$ cat src/shared/pob_pkg.sv
// Constants shared by the PHY option and receive pointer register bank.
// Assumes a 200 MHz APB clock and byte addresses on a 16-bit paddr.
package pob_pkg;

   // ----------------------------------------------------------------
   // Bus geometry
   // ----------------------------------------------------------------
   localparam int unsigned ADDR_W = 16;
   localparam int unsigned DATA_W = 32;
   localparam int unsigned STRB_W = 4;

   // ----------------------------------------------------------------
   // Register byte addresses
   // ----------------------------------------------------------------
   localparam logic [15:0] OFF_PHY_OPT = 16'h0F10;
   localparam logic [15:0] OFF_RX_HEAD = 16'h2410;
   localparam logic [15:0] OFF_RX_TAIL = 16'h2418;
   localparam logic [15:0] OFF_RX_HEAD_ALIAS = 16'h8000;
   localparam logic [15:0] OFF_RX_TAIL_ALIAS = 16'h8008;

   // ----------------------------------------------------------------
   // PHY option register fields
   // ----------------------------------------------------------------
   localparam int unsigned OPT_W = 10;
   localparam int unsigned BIT_SLOW_ALWAYS = 1;
   localparam int unsigned BIT_SLOW_LOW_POWER = 2;
   localparam int unsigned BIT_GIG_BLOCK_LOW_POWER = 3;
   localparam int unsigned BIT_LINE_DRIVER_CLASS = 4;
   localparam int unsigned BIT_REAUTONEG = 5;
   localparam int unsigned BIT_GIG_DISABLE_ALL = 6;
   localparam int unsigned BIT_FLASH_UPD_BLOCK = 7;
   localparam int unsigned BIT_PAUSE = 8;
   localparam int unsigned BIT_ASYM_PAUSE = 9;
   localparam logic [9:0] OPT_RESET = 10'h30D;
   localparam int unsigned NVM_LOAD_W = 8;
   localparam int unsigned NVM_FIELD_LSB = 8;

   // ----------------------------------------------------------------
   // Receive pointer fields
   // ----------------------------------------------------------------
   localparam int unsigned PTR_W = 13;
   localparam logic [12:0] PTR_RESET = 13'h0000;

   // ----------------------------------------------------------------
   // Timing
   // ----------------------------------------------------------------
   localparam int unsigned CLK_MHZ = 200;
   localparam int unsigned RENEG_SETTLE_NS = 80;
   localparam int unsigned RENEG_SETTLE_CYC =
      (RENEG_SETTLE_NS * CLK_MHZ + 999) / 1000;

endpackage

$ cat src/hw/pob_ptr.sv
// One receive buffer pointer counted in 64-bit words.
// Assumes advance and write pulses come from logic on the same clock.
`timescale 1ns/1ps
`default_nettype none
module pob_ptr (
   // Clock and reset.
   input wire logic clk,
   input wire logic rst_n,
   // Hardware advance.
   input wire logic adv,
   // Software write with byte-lane mask.
   input wire logic wr_en,
   input wire logic [pob_pkg::PTR_W-1:0] wr_data,
   input wire logic [pob_pkg::PTR_W-1:0] wr_mask,
   // Pointer value.
   output logic [pob_pkg::PTR_W-1:0] ptr_q
);
   import pob_pkg::*;

   logic [PTR_W-1:0] ptr_d;
   logic [PTR_W-1:0] ptr_merged;

   // A software write replaces the bits set in wr_mask and keeps the rest; it beats a same-cycle step.
   assign ptr_merged = (ptr_q & ~wr_mask) | (wr_data & wr_mask);
   assign ptr_d = wr_en ? ptr_merged :
                  adv ? ptr_q + PTR_W'(1) : ptr_q;

   always_ff @(posedge clk or negedge rst_n) begin
      if (!rst_n) begin
         ptr_q <= PTR_RESET;
      end else begin
         ptr_q <= ptr_d;
      end
   end

   a_ptr_advance: assert property (
      @(posedge clk) disable iff (!rst_n)
      adv && !wr_en |=> ptr_q == $past(ptr_q) + PTR_W'(1))
      else $error("Pointer did not advance by one word.");

   a_ptr_overwrite: assert property (
      @(posedge clk) disable iff (!rst_n)
      wr_en |=> ptr_q == $past(ptr_merged))
      else $error("Software write did not replace the pointer.");

endmodule
`default_nettype wire

$ cat src/hw/pob_regs.sv
// PHY option register and receive FIFO pointer registers on APB.
// Assumes nvm, power-state, flash and receive strobes share pclk.
//
// Chosen here: register access over APB.
`timescale 1ns/1ps
`default_nettype none
// How it works
// - Slow-link-always bit forces slowest link everywhere
// - Low-power slow bit applies outside fully active
// - Gig block bit applies outside fully active
// - Gig disable bit blocks 1000 everywhere
// - Writing bit five restarts auto-negotiation
// - Bit seven suppresses flash update on write
// - Bit eight drives pause advertisement, resets one
// - Bit nine drives asymmetric pause, resets one
// - NVM high byte loads option bits 7:0
// - Head pointer is 13 bits of words
// - Tail pointer is 13 bits of words
// - Pointers count from packet buffer start
// - Head alias address reaches head register
// - Tail alias address reaches tail register
// - Pointer upper bits read zero
module pob_regs (
   // Clock and reset.
   input wire logic pclk,
   input wire logic presetn,
   // APB slave.
   input wire logic psel,
   input wire logic penable,
   input wire logic pwrite,
   input wire logic [pob_pkg::ADDR_W-1:0] paddr,
   input wire logic [pob_pkg::DATA_W-1:0] pwdata,
   input wire logic [pob_pkg::STRB_W-1:0] pstrb,
   output logic [pob_pkg::DATA_W-1:0] prdata,
   output logic pready,
   output logic pslverr,
   // Initialization word from non-volatile memory.
   input wire logic nvm_load,
   input wire logic [15:0] nvm_word,
   // Power state and flash control.
   input wire logic fully_active_state,
   input wire logic flash_read_control_wr,
   output logic flash_update_req,
   // PHY controls.
   output logic phy_slow_link,
   output logic phy_gig_disable,
   output logic phy_restart_an,
   output logic phy_line_driver_class,
   output logic phy_pause_adv,
   output logic phy_asym_pause_adv,
   // Receive packet buffer pointers.
   input wire logic rx_head_advance,
   input wire logic rx_tail_advance,
   output logic [pob_pkg::PTR_W-1:0] rx_head_pointer,
   output logic [pob_pkg::PTR_W-1:0] rx_tail_pointer
);
   import pob_pkg::*;

   // ----------------------------------------------------------------
   // Transfer phases and address decode
   // ----------------------------------------------------------------
   logic acc_first;
   logic acc_done;
   logic wr_fire;
   logic hit_opt;
   logic hit_head;
   logic hit_tail;
   logic hit_any;
   logic [15:0] lane_mask;

   // The first access cycle captures read data, the second completes.
   assign acc_first = psel & penable & ~pready;
   assign acc_done = psel & penable & pready;
   assign wr_fire = acc_done & pwrite & hit_any;
   assign hit_opt = (paddr == OFF_PHY_OPT);
   assign hit_head = (paddr == OFF_RX_HEAD) |
                     (paddr == OFF_RX_HEAD_ALIAS);
   assign hit_tail = (paddr == OFF_RX_TAIL) |
                     (paddr == OFF_RX_TAIL_ALIAS);
   assign hit_any = hit_opt | hit_head | hit_tail;
   assign lane_mask = {{8{pstrb[1]}}, {8{pstrb[0]}}};

   // ----------------------------------------------------------------
   // PHY option register
   // ----------------------------------------------------------------
   logic [OPT_W-1:0] opt_q;
   logic [OPT_W-1:0] opt_d;
   logic [OPT_W-1:0] opt_wmask;
   logic [OPT_W-1:0] opt_merged;
   logic wr_opt;
   logic reneg_wr;

   assign wr_opt = wr_fire & hit_opt;
   assign opt_wmask = lane_mask[OPT_W-1:0];
   assign opt_merged = (opt_q & ~opt_wmask) |
                       (pwdata[OPT_W-1:0] & opt_wmask);
   // The restart bit is a command: it fires once and reads back as zero.
   assign reneg_wr = wr_opt & opt_wmask[BIT_REAUTONEG] &
                     pwdata[BIT_REAUTONEG];

   always_comb begin
      opt_d = opt_q;
      if (wr_opt) begin
         opt_d = opt_merged;
      end else if (nvm_load) begin
         opt_d[NVM_LOAD_W-1:0] =
            nvm_word[NVM_FIELD_LSB+NVM_LOAD_W-1:NVM_FIELD_LSB];
      end
      opt_d[BIT_REAUTONEG] = 1'b0;
   end

   always_ff @(posedge pclk or negedge presetn) begin
      if (!presetn) begin
         opt_q <= OPT_RESET;
      end else begin
         opt_q <= opt_d;
      end
   end

   // ----------------------------------------------------------------
   // PHY and flash control outputs
   // ----------------------------------------------------------------
   logic slow_d;
   logic gig_off_d;

   // The always-slow bit wins whatever the power state.
   assign slow_d = opt_q[BIT_SLOW_ALWAYS] |
                   (opt_q[BIT_SLOW_LOW_POWER] & ~fully_active_state);
   assign gig_off_d = opt_q[BIT_GIG_DISABLE_ALL] |
                      (opt_q[BIT_GIG_BLOCK_LOW_POWER] &
                       ~fully_active_state);

   always_ff @(posedge pclk or negedge presetn) begin
      if (!presetn) begin
         phy_slow_link <= 1'b0;
         phy_gig_disable <= 1'b0;
         phy_restart_an <= 1'b0;
         phy_line_driver_class <= 1'b0;
         phy_pause_adv <= 1'b0;
         phy_asym_pause_adv <= 1'b0;
         flash_update_req <= 1'b0;
      end else begin
         phy_slow_link <= slow_d;
         phy_gig_disable <= gig_off_d;
         phy_restart_an <= reneg_wr;
         phy_line_driver_class <= opt_q[BIT_LINE_DRIVER_CLASS];
         phy_pause_adv <= opt_q[BIT_PAUSE];
         phy_asym_pause_adv <= opt_q[BIT_ASYM_PAUSE];
         flash_update_req <= flash_read_control_wr &
                             ~opt_q[BIT_FLASH_UPD_BLOCK];
      end
   end

   // ----------------------------------------------------------------
   // Receive pointers
   // ----------------------------------------------------------------
   // Both pointers are word offsets from the start of the whole packet
   // buffer memory, so they are stored and shown unmodified.
   pob_ptr u_rx_head (
      .clk(pclk),
      .rst_n(presetn),
      .adv(rx_head_advance),
      .wr_en(wr_fire & hit_head),
      .wr_data(pwdata[PTR_W-1:0]),
      .wr_mask(lane_mask[PTR_W-1:0]),
      .ptr_q(rx_head_pointer)
   );

   pob_ptr u_rx_tail (
      .clk(pclk),
      .rst_n(presetn),
      .adv(rx_tail_advance),
      .wr_en(wr_fire & hit_tail),
      .wr_data(pwdata[PTR_W-1:0]),
      .wr_mask(lane_mask[PTR_W-1:0]),
      .ptr_q(rx_tail_pointer)
   );

   // ----------------------------------------------------------------
   // Read path and APB answer
   // ----------------------------------------------------------------
   logic [DATA_W-1:0] rd_mux;

   // Upper pointer bits and option bits above bit 9 read as zero; spare option bit 0 reads as stored.
   assign rd_mux =
      hit_opt ? {{(DATA_W-OPT_W){1'b0}}, opt_q} :
      hit_head ? {{(DATA_W-PTR_W){1'b0}}, rx_head_pointer} :
      hit_tail ? {{(DATA_W-PTR_W){1'b0}}, rx_tail_pointer} :
      {DATA_W{1'b0}};

   always_ff @(posedge pclk or negedge presetn) begin
      if (!presetn) begin
         pready <= 1'b0;
         pslverr <= 1'b0;
         prdata <= 32'h0000_0000;
      end else begin
         pready <= acc_first;
         pslverr <= acc_first & ~hit_any;
         if (acc_first & ~pwrite) begin
            prdata <= rd_mux;
         end
      end
   end

   // ----------------------------------------------------------------
   // Checks
   // ----------------------------------------------------------------
   a_slow_always: assert property (
      @(posedge pclk) disable iff (!presetn)
      opt_q[BIT_SLOW_ALWAYS] |=> phy_slow_link)
      else $error("Slow link not forced by always-slow bit.");

   // The sampled reset term keeps the release edge, where the outputs
   // are still held in reset, from starting an attempt.
   a_slow_low_power: assert property (
      @(posedge pclk) disable iff (!presetn)
      presetn && !opt_q[BIT_SLOW_ALWAYS] |=>
      phy_slow_link == ($past(opt_q[BIT_SLOW_LOW_POWER]) &&
                        !$past(fully_active_state)))
      else $error("Low-power slow link wrong for power state.");

   a_gig_low_power: assert property (
      @(posedge pclk) disable iff (!presetn)
      presetn && opt_q[BIT_GIG_BLOCK_LOW_POWER] && !fully_active_state
      |=> phy_gig_disable)
      else $error("Gigabit not blocked outside fully active.");

   a_gig_all: assert property (
      @(posedge pclk) disable iff (!presetn)
      opt_q[BIT_GIG_DISABLE_ALL] |=> phy_gig_disable)
      else $error("Gigabit not blocked in every state.");

   a_reneg_pulse: assert property (
      @(posedge pclk) disable iff (!presetn)
      reneg_wr |=> phy_restart_an ##1 !phy_restart_an)
      else $error("Restart pulse missing or too long.");

   a_flash_block: assert property (
      @(posedge pclk) disable iff (!presetn)
      flash_read_control_wr |=>
      flash_update_req == !$past(opt_q[BIT_FLASH_UPD_BLOCK]))
      else $error("Flash update request disagrees with block bit.");

   a_pause_follow: assert property (
      @(posedge pclk) disable iff (!presetn)
      $changed(opt_q[BIT_PAUSE]) |=> phy_pause_adv == $past(opt_q[BIT_PAUSE]))
      else $error("Pause advertisement does not follow its bit.");

   a_asym_follow: assert property (
      @(posedge pclk) disable iff (!presetn)
      $changed(opt_q[BIT_ASYM_PAUSE]) |=>
      phy_asym_pause_adv == $past(opt_q[BIT_ASYM_PAUSE]))
      else $error("Asymmetric pause does not follow its bit.");

   a_nvm_load: assert property (
      @(posedge pclk) disable iff (!presetn)
      nvm_load && !wr_opt |=>
      opt_q[7:0] == ($past(nvm_word[15:8]) & 8'hDF))
      else $error("Option low byte not loaded from NVM word.");

   a_head_alias: assert property (
      @(posedge pclk) disable iff (!presetn)
      acc_first && !pwrite && paddr == OFF_RX_HEAD_ALIAS |=>
      prdata == {19'h0_0000, $past(rx_head_pointer)})
      else $error("Head alias read did not return head pointer.");

   a_tail_alias: assert property (
      @(posedge pclk) disable iff (!presetn)
      acc_first && !pwrite && paddr == OFF_RX_TAIL_ALIAS |=>
      prdata == {19'h0_0000, $past(rx_tail_pointer)})
      else $error("Tail alias read did not return tail pointer.");

   a_ptr_upper_zero: assert property (
      @(posedge pclk) disable iff (!presetn)
      acc_first && !pwrite && (hit_head || hit_tail) |=>
      prdata[31:13] == 19'h0_0000)
      else $error("Pointer upper bits not zero.");

   a_unmapped_err: assert property (
      @(posedge pclk) disable iff (!presetn)
      acc_first && !hit_any |=> pready && pslverr)
      else $error("Unmapped access not answered with error.");

   c_reneg: cover property (
      @(posedge pclk) disable iff (!presetn) phy_restart_an);
   c_nvm_load: cover property (
      @(posedge pclk) disable iff (!presetn) nvm_load && !wr_opt);
   c_head_alias_rd: cover property (
      @(posedge pclk) disable iff (!presetn)
      acc_done && !pwrite && paddr == OFF_RX_HEAD_ALIAS);
   c_tail_write: cover property (
      @(posedge pclk) disable iff (!presetn) wr_fire && hit_tail);

endmodule
`default_nettype wire

$ cat config.mk
export PLATFORM = sky130hd
export DESIGN_NAME = pob_regs
export DESIGN_NICKNAME = d
export VERILOG_FILES = /design/src/shared/pob_pkg.sv /design/src/hw/pob_ptr.sv /design/src/hw/pob_regs.sv
export SDC_FILE = /design/constraint.sdc
export NUM_CORES = 1
export LEC_CHECK = 0
export BUFFER_PORTS_ARGS = -buffer_cell sky130_fd_sc_hd__buf_2
export CORE_UTILIZATION = 45
export CTS_BUF_LIST = sky130_fd_sc_hd__clkbuf_4
export CTS_CLUSTER_SIZE = 8
export DETAILED_ROUTE_END_ITERATION = 12
export GPL_TIMING_DRIVEN = 0
export PLACE_DENSITY_LB_ADDON = 0.15
export SYNTH_ARGS = -nofsm -noshare
export SYNTH_HDL_FRONTEND = slang
export SYNTH_HIERARCHICAL = 1
export SYNTH_SLANG_ARGS = --single-unit
$ cat constraint.sdc
create_clock -name pclk -period 1.9 [get_ports pclk]
set_clock_uncertainty 0.2 [all_clocks]
set_input_delay 0.38 -clock pclk [delete_from_list [all_inputs] [get_ports pclk]]
set_output_delay 0.38 -clock pclk [all_outputs]
set_load 0.02 [all_outputs]
==> results.md, run 1 <==
Status:
- The flow ran to the end, but the final reports show violations.
- The checks that failed: setup timing.

Logic synthesis:
- The fraction of synthesis flops using an asynchronous set or reset pin is 100%.
- The most used flip-flop cell after synthesis is dfrtp_1.
- The sequential-to-total area share from yosys stat is a little over two fifths.
- The count of warnings emitted by yosys is 6.
- The post-synth design cell area is ~3400 sq um.
- The count of state elements after synthesis is 57.
- Synthesis produced about 330 cells.
- The area fraction of the dominant cell type after synthesis is a little under two fifths.
- The number of synthesized flops with an enable pin is 0.
- The cell accounting for the most synthesized area is dfrtp_1.
- A synthesized cell averages 10.3 sq um.
- In the post-synthesis netlist, the biggest area contributors are dfrtp_1 (38%), mux2i_1 (10%), mux2_2 (5.0%).
- The number of different library cells in the post-synthesis netlist is between 40 and 50.

STA:
- For this run, the top clock speed supported by timing is around 0.52 GHz.
- Setup slack on the critical path of the routed design comes to -0.0259 ns.
- The max-slew violation count is 0.
- The time the worst path needs with I/O delays and setup is roughly 1.9 ns.
- The number of hold violations in the final report is 0.
- The relative max-transition margin is 50.8%.
- After layout, the worst path uses 101% of the clock period.
- The final setup TNS is -0.0259 ns.
- The number of failing setup endpoints in the final timing report is 1.
- For the pin with the worst max-slew slack, the measured transition is around 0.74 ns.
- Setup repair after global routing could not meet its margin everywhere.

GRT:
- Entering global routing, the biggest net connects a little under 60 pins.
- The first global-routing pass estimated 13500 um of wire.
- The initial antenna violation count is 0.
- The total overflow left after global routing is 0.
- Across every metal layer, demand over resource in global routing totals approximately 23%.
- The number of global-route vias before repair is between 2000 and 3000.

Min path:
- The hold path startpoint is pwdata[5].
- The kind of path behind the tightest hold check is in2reg.

Clocking:
- At the later pin of the worst-skew pair, clock insertion delay measures between 0.3 and 0.4 ns.
- The maximum number of buffers from clock root to sink is 2.
- The CTS root buffer is clkbuf_4.
- Counting every sink on the clock net gives 57.
- The clock-pin slew of the registers on the worst-case setup and hold paths is between 0.1 and 0.15 ns.
- The CTS tree is yes.
- Buffers inserted during clock tree synthesis total 9.
- CTS built an H-tree with a depth of 3.

Route:
- The total via count in the routed design is roughly 2900.
- The final routed wirelength across all metal layers is between 8000 and 9000 um.
- The detailed-router iteration count before antenna repair is 4.
- The remaining number of nets flagged by the antenna check after routing is 0.
- The detailed router's first-iteration violation count is between 100 and 150.
- Using the TritonRoute via totals, the vias-per-cell ratio works out to 5.10.
- For this run, design rule violations remaining after detail routing come to 0.
- The wire length per cell after detailed routing is 15.8 um.

Placed design:
- In this run, placement finished with an instance count of between 500 and 600.
- The placed wire-length estimate after detailed placement is ~6500 um.
- The placed instances occupy a cell area of between 4000 and 5000 sq um.
- Port buffering added 92 buffers.
- The congestion estimate from routability-driven global placement came to roughly 0.87.

Floorplan:
- Measured along the y axis, the die boundary spans just under 90 um.
- The width of the die is just under 90 um.
- The core area is roughly 7300 sq um.
- The number of placement rows is 31.
- The initial core utilization is 46.6%.
- The top-level I/O count is 145.
- The die covers between 7000 and 8000 sq um.

Run:
- Across the run, the number of max-cap violations was 0.

Layout:
- The repair_antennas step left the layout with diodes totalling 0.
- The finished cells cover 4370 sq um.
- The area growth from synthesis to final layout is 28.6%.
- The utilization after layout is around 60%.
- The count of cells in the finished layout, fillers not included, comes to 560.
- The net count reported at finish is 536.
- The post-route netlist has about two fifths of its cells at a drive strength greater than 1.

Setup path:
- The type of the setup path with the least slack is in2reg.
- In this run the critical register-to-register path is launched from pready.
- STA classifies the critical path endpoint as a flop.
- The launch point of the worst path is paddr[8].
- The element type at the critical path start is an input port.
- The worst endpoint data arrival time is 2.02 ns.
- The highest net fanout along the worst path is 10.
- At the worst endpoint, the required time is about 2.0 ns.

Pwr:
- In this run the power density over the cells is about 900 nW/um^2.
- The leakage power is 2.16 nW.
- The total design power is between 0.003 and 0.004 W.
- IR analysis of the VDD net gives a maximum drop of about 0.65 mV.
[worst paths after layout]
| check | to | slack (ns) | cells past startpoint |
|---|---|---|---|
| max in group asynchronous | async pin | 0.62 | 2 |
| setup reg to reg | flop | 0.07 | 5 |
| setup / recovery | flop | -0.03 | 9 |
| hold reg to reg | phy_pause_adv | 0.22 | 0 |
| min in group asynchronous | prdata[8] | 0.41 | 2 |
| hold / removal | phy_restart_an | 0.06 | 2 |
[routing by layer]
metal	part of all wire, %	global-route usage [%]	wire length [um]
met5	0	0	0
met1	46	31.5	4070
met4	0.79	7.62	70
met2	48	37.2	4290
met3	4.9	3.88	433
[metrics by stage]
| step | worst slack (ns) | hold slack, ns |
|---|---|---|
| final | -0.0259 | 0.0591 |
| after global routing | -0.0310 | 0.0410 |
| after CTS | 0.00848 | 0.0325 |
| after detailed placement | -0.712 | 0.200 |
| after global placement | -0.694 | 0.195 |
| after floorplan | -0.411 | -0.116 |
[cell usage in the layout (no fill, tap or decap), types with 5 or more instances in the layout]
cell / count
buf_2: 94
dfrtp_1: 52
nor2_1: 35
mux2i_1: 34
buf_4: 26
conb_1: 19
xnor2_1: 18
nand2_1: 16
mux2_2: 15
a21oi_1: 11
a22o_1: 11
clkbuf_4: 11
nand3_1: 10
a21o_1: 9
a221oi_1: 9
nor4_1: 8
o21ai_0: 6
xor2_1: 6
nand4_1: 5
dfstp_2: 5
[repair_timing]
action                                  CTS  global route
endpoints found under the setup margin   39            33
resized for setup                         2            14
hold buffers                              1             1
buffers inserted                          4             0
pin swaps                                 3             0
hold endpoints to repair                  1            52
cloned                                    0             1
[Yosys cell counts (2+ instances only)]
master and number:
and3_1 3, nor2b_1 3, dfrtp_1 52, mux2_2 15, a221oi_1 9, nand3_2 3
a21o_1 9, ha_1 2, xor2_1 6, buf_2 3, nand3_1 10, buf_4 21
nand4_1 5, nand2_1 17, dfstp_2 5, nand4_2 2, nor2_1 37, nor4_4 3
a211oi_1 2, inv_1 4, mux2i_1 34, and3_2 2, and4_1 4, nor3_1 3
o21ai_0 6, a21oi_1 11, nor4_1 8, xnor2_1 18, clkbuf_1 7, o21ai_1 2
a22o_1 11
[cell families (layout without fill, tap and decap cells)]
| group | count (synthesis) | count (layout) | share of synthesized area [%] |
|---|---|---|---|
| and+or+nand+nor | 108 | 108 | 18.2 |
| AOI/OAI and AO/OA | 51 | 51 | 10.9 |
| other | 1 | 19 | 0.110 |
| DFF | 57 | 57 | 42.2 |
| xor gates and xnor gates | 24 | 24 | 6.19 |
| adders and majority gates | 2 | 2 | 0.736 |
| buffers and inverters | 37 | 151 | 6.74 |
| muxes | 49 | 49 | 15.0 |
[worst max-delay path: stages]
cell and delay (ns):
buf_6 0.10, or4_4 0.55, nor4_4 0.22, buf_6 0.17, nand2_4 0.05, nor2_4 0.15
clkbuf_4 0.22, nand2_1 0.09, o21ai_0 0.10
[where the power goes]
part           total, W  switching, W  internal [W]
logic           0.00131      0.000759      0.000552
registers       0.00169      0.000285       0.00140
clock network  0.000879      0.000482      0.000397
total           0.00388       0.00153       0.00235
[area by class of cell]
cell class	count	area [sq um]
multi-input combinational	253	1860
inverter	4	15.0
sequential	57	1430
buffer	32	255
clock inverter	7	71.3
clock buffer	9	67.6
fill	667	2920
tap	99	124
timing repair buffer	99	544
Power figures use the tool's default switching activity.
==> run 2, diff against run 1 <==
--- a/config.mk
+++ b/config.mk
@@ -11,6 +11,7 @@
 export CTS_CLUSTER_SIZE = 8
 export DETAILED_ROUTE_END_ITERATION = 12
 export GPL_TIMING_DRIVEN = 0
+export MAX_ROUTING_LAYER = met4
 export PLACE_DENSITY_LB_ADDON = 0.15
 export SYNTH_ARGS = -nofsm -noshare
 export SYNTH_HDL_FRONTEND = slang
==> run 2 against run 1 <==
Net effect: the flow now finishes without violations; first-iteration DRC count decreased by 2.9%; sequential share of layout area about the same; critical path depth decreased by 2; power decreased by 0.18%; register-to-register slack improved by 0.05 ns; clock power about the same; via count increased by 0.67%; critical path type unchanged; largest cell class unchanged.
==> results.md, run 2 (same netlist as run 1, synthesis figures left out) <==
Clocking:
- CTS built an H-tree with a depth of 3.
- Clock-pin slew was measured on the worst setup and hold paths at about 0.10 ns.
- TritonCTS built the clock tree.
- Clock tree synthesis found a total of 57 sinks.
- The CTS buffer count is 9.
- Clock latency on the worst-skew pair, taken at its later pin, is ~0.39 ns.
- The cell sitting at the root of the clock tree is a clkbuf_4.
- The maximum number of buffers from clock root to sink is 2.

Pwr:
- The worst-case IR drop observed on VDD is 0.644 mV.
- The completed layout was analyzed and its total power is slightly below 0.004 W.
- The power density over the cells is a little under 900 nW/um^2.
- In this run the static leakage power is 2.16 nW.

Floorplan:
- For this design the top-level I/O count stands at approximately 150.
- The die is 88.9 um wide.
- Once the floorplan was initialized, standard cells occupied 46.6% of the core.
- After floorplanning, the core was divided into 31 placement rows.
- The floorplan step defined a die boundary enclosing a little under 8000 sq um.
- The core area is 7290 sq um.
- From bottom edge to top edge, the die measures 88.9 um.

Run:
- The total of max-cap violations is 0.

Route:
- The average vias per placed instance is a little over 5.
- The detailed-router iteration count before antenna repair is 4.
- After detailed routing, the number of remaining DRC violations is 0.
- The total via count in the routed design is ~2900.
- Wires add up to 8820 um.
- The detailed router's first-iteration violation count is slightly below 100.
- The wire length per cell after detailed routing is roughly 16 um.
- The remaining number of nets flagged by the antenna check after routing is 0.

GRT:
- The global-route wire length before repair is roughly 13000 um.
- The initial antenna violation count is 0.
- The global-route congestion overflow total is 0.
- Entering global routing, the biggest net connects 58 pins.
- Global routing used a little under a quarter of the available tracks.
- The number of global-route vias before repair was about 2700.

Layout:
- The leading cell type in the layout, fill and taps excluded is buf_2.
- In the final layout, the share of cells above drive strength 1 is 40.8%.
- From synthesis to final layout, the design area changed by 28.6%.
- The repair_antennas step left the layout with diodes totalling 0.
- The net count reported at finish is about 540.
- The library cells used most frequently in the layout, excluding fill and tap cells, are buf_2 (94), dfrtp_1 (51), nor2_1 (35).

Setup path:
- The element type at the critical path start is an input port.
- The endpoint kind of the worst setup timing path is a flop.
- Data on the critical path is required at its endpoint by 2.02 ns.
- The flop-to-flop setup slack is 0.12 ns.
- The type of the setup path with the least slack is in2reg.
- The worst endpoint data arrival time is 1.99 ns.
- Along the worst path, the maximum fanout reaches 5.

STA:
- The number of failing setup endpoints in the final timing report is 0.
- The final setup TNS is 0 ns.
- The max-slew violation count is 0.
- The upper clock frequency limit is between 0.5 and 0.6 GHz.
- The number of hold violations in the final report came to 0.
- The relative max-transition margin is around half.
- The post-route fraction of the period consumed by the critical path is a little over nine tenths.
- The transition time at the pin with the least slew margin is about 0.73 ns.
- Setup repair after global routing could not meet its margin everywhere.
- The routed design could run at a clock period as short as around 1.9 ns.

Placed design:
- The count of buffers inserted at the top-level ports is 92.
- The placed wire-length estimate after detailed placement is 6510 um.
- The weighted congestion reported at the end of routability-driven placement is 0.883.

Status:
- The run finished with clean final reports.

Min path:
- The path class of the tightest hold or removal check is in2reg.
run 2: critical path, cell delays in order:
cell and delay [ns]:
buf_6 0.09, or4_4 0.55, nor4_4 0.22, buf_6 0.17
and3_4 0.25, clkbuf_16 0.16, mux2i_1 0.16
run 2: what timing repair did:
item                       CTS  global route
pin swaps                    3             0
buffers inserted             4             0
setup endpoints to repair   39            33
hold buffers                 1             1
resized for setup            2            16
hold endpoints to repair     1            52
gates cloned                 0             1
run 2: where the power goes:
part / leakage (nW) / internal, W / switching, W
registers: 0.710 / 0.00140 / 0.000283
logic: 1.38 / 0.000552 / 0.000757
clock network: 0.0679 / 0.000397 / 0.000479
run 2: cell type report:
cell class / instances / area [sq um]
plain buffers: 32 / 255
inverters: 4 / 15.0
repair buffers: 99 / 544
flip-flops and latches: 57 / 1430
fillers: 666 / 2920
well taps: 99 / 124
multi-input cells: 253 / 1860
clock buffers: 9 / 67.6
clock inverters: 7 / 71.3
run 2: metal layers:
| metal | part of all wire (%) | vias up | global-route usage (%) |
|---|---|---|---|
| met4 | 0.56 | 0 | 7.92 |
| met1 | 44 | 1363 | 31.7 |
| met2 | 49 | 93 | 37.1 |
| li1 | - | 1411 | - |
| met3 | 6.4 | 6 | 3.51 |
| met5 | 0 | - | - |
run 2: worst paths after layout:
| check | from | endpoint | depth (start not counted) |
|---|---|---|---|
| max | paddr[8] | flop | 7 |
| min | pwdata[5] | phy_restart_an | 2 |
| max reg2reg | pready | prdata[9] | 4 |
| min reg2reg | flop | phy_asym_pause_adv | 0 |
| max in group asynchronous | presetn | pready | 2 |
| min in group asynchronous | presetn | prdata[2] | 2 |
run 2: through the flow:
step / std cells / hold WS, ns / utilization, % / worst slack (ns) / cell area, sq um
CTS: 558 / 0.0325 / 58.7 / 0.00848 / 4280
global route: 560 / 0.0410 / 60.0 / -0.0317 / 4370
global placement: 538 / 0.195 / 56.3 / -0.694 / 4100
floorplan: 347 / -0.116 / - / -0.411 / 3520
finish: 560 / 0.0611 / 60.0 / 0.0237 / 4370
detailed placement: 538 / 0.200 / 56.3 / -0.712 / 4100
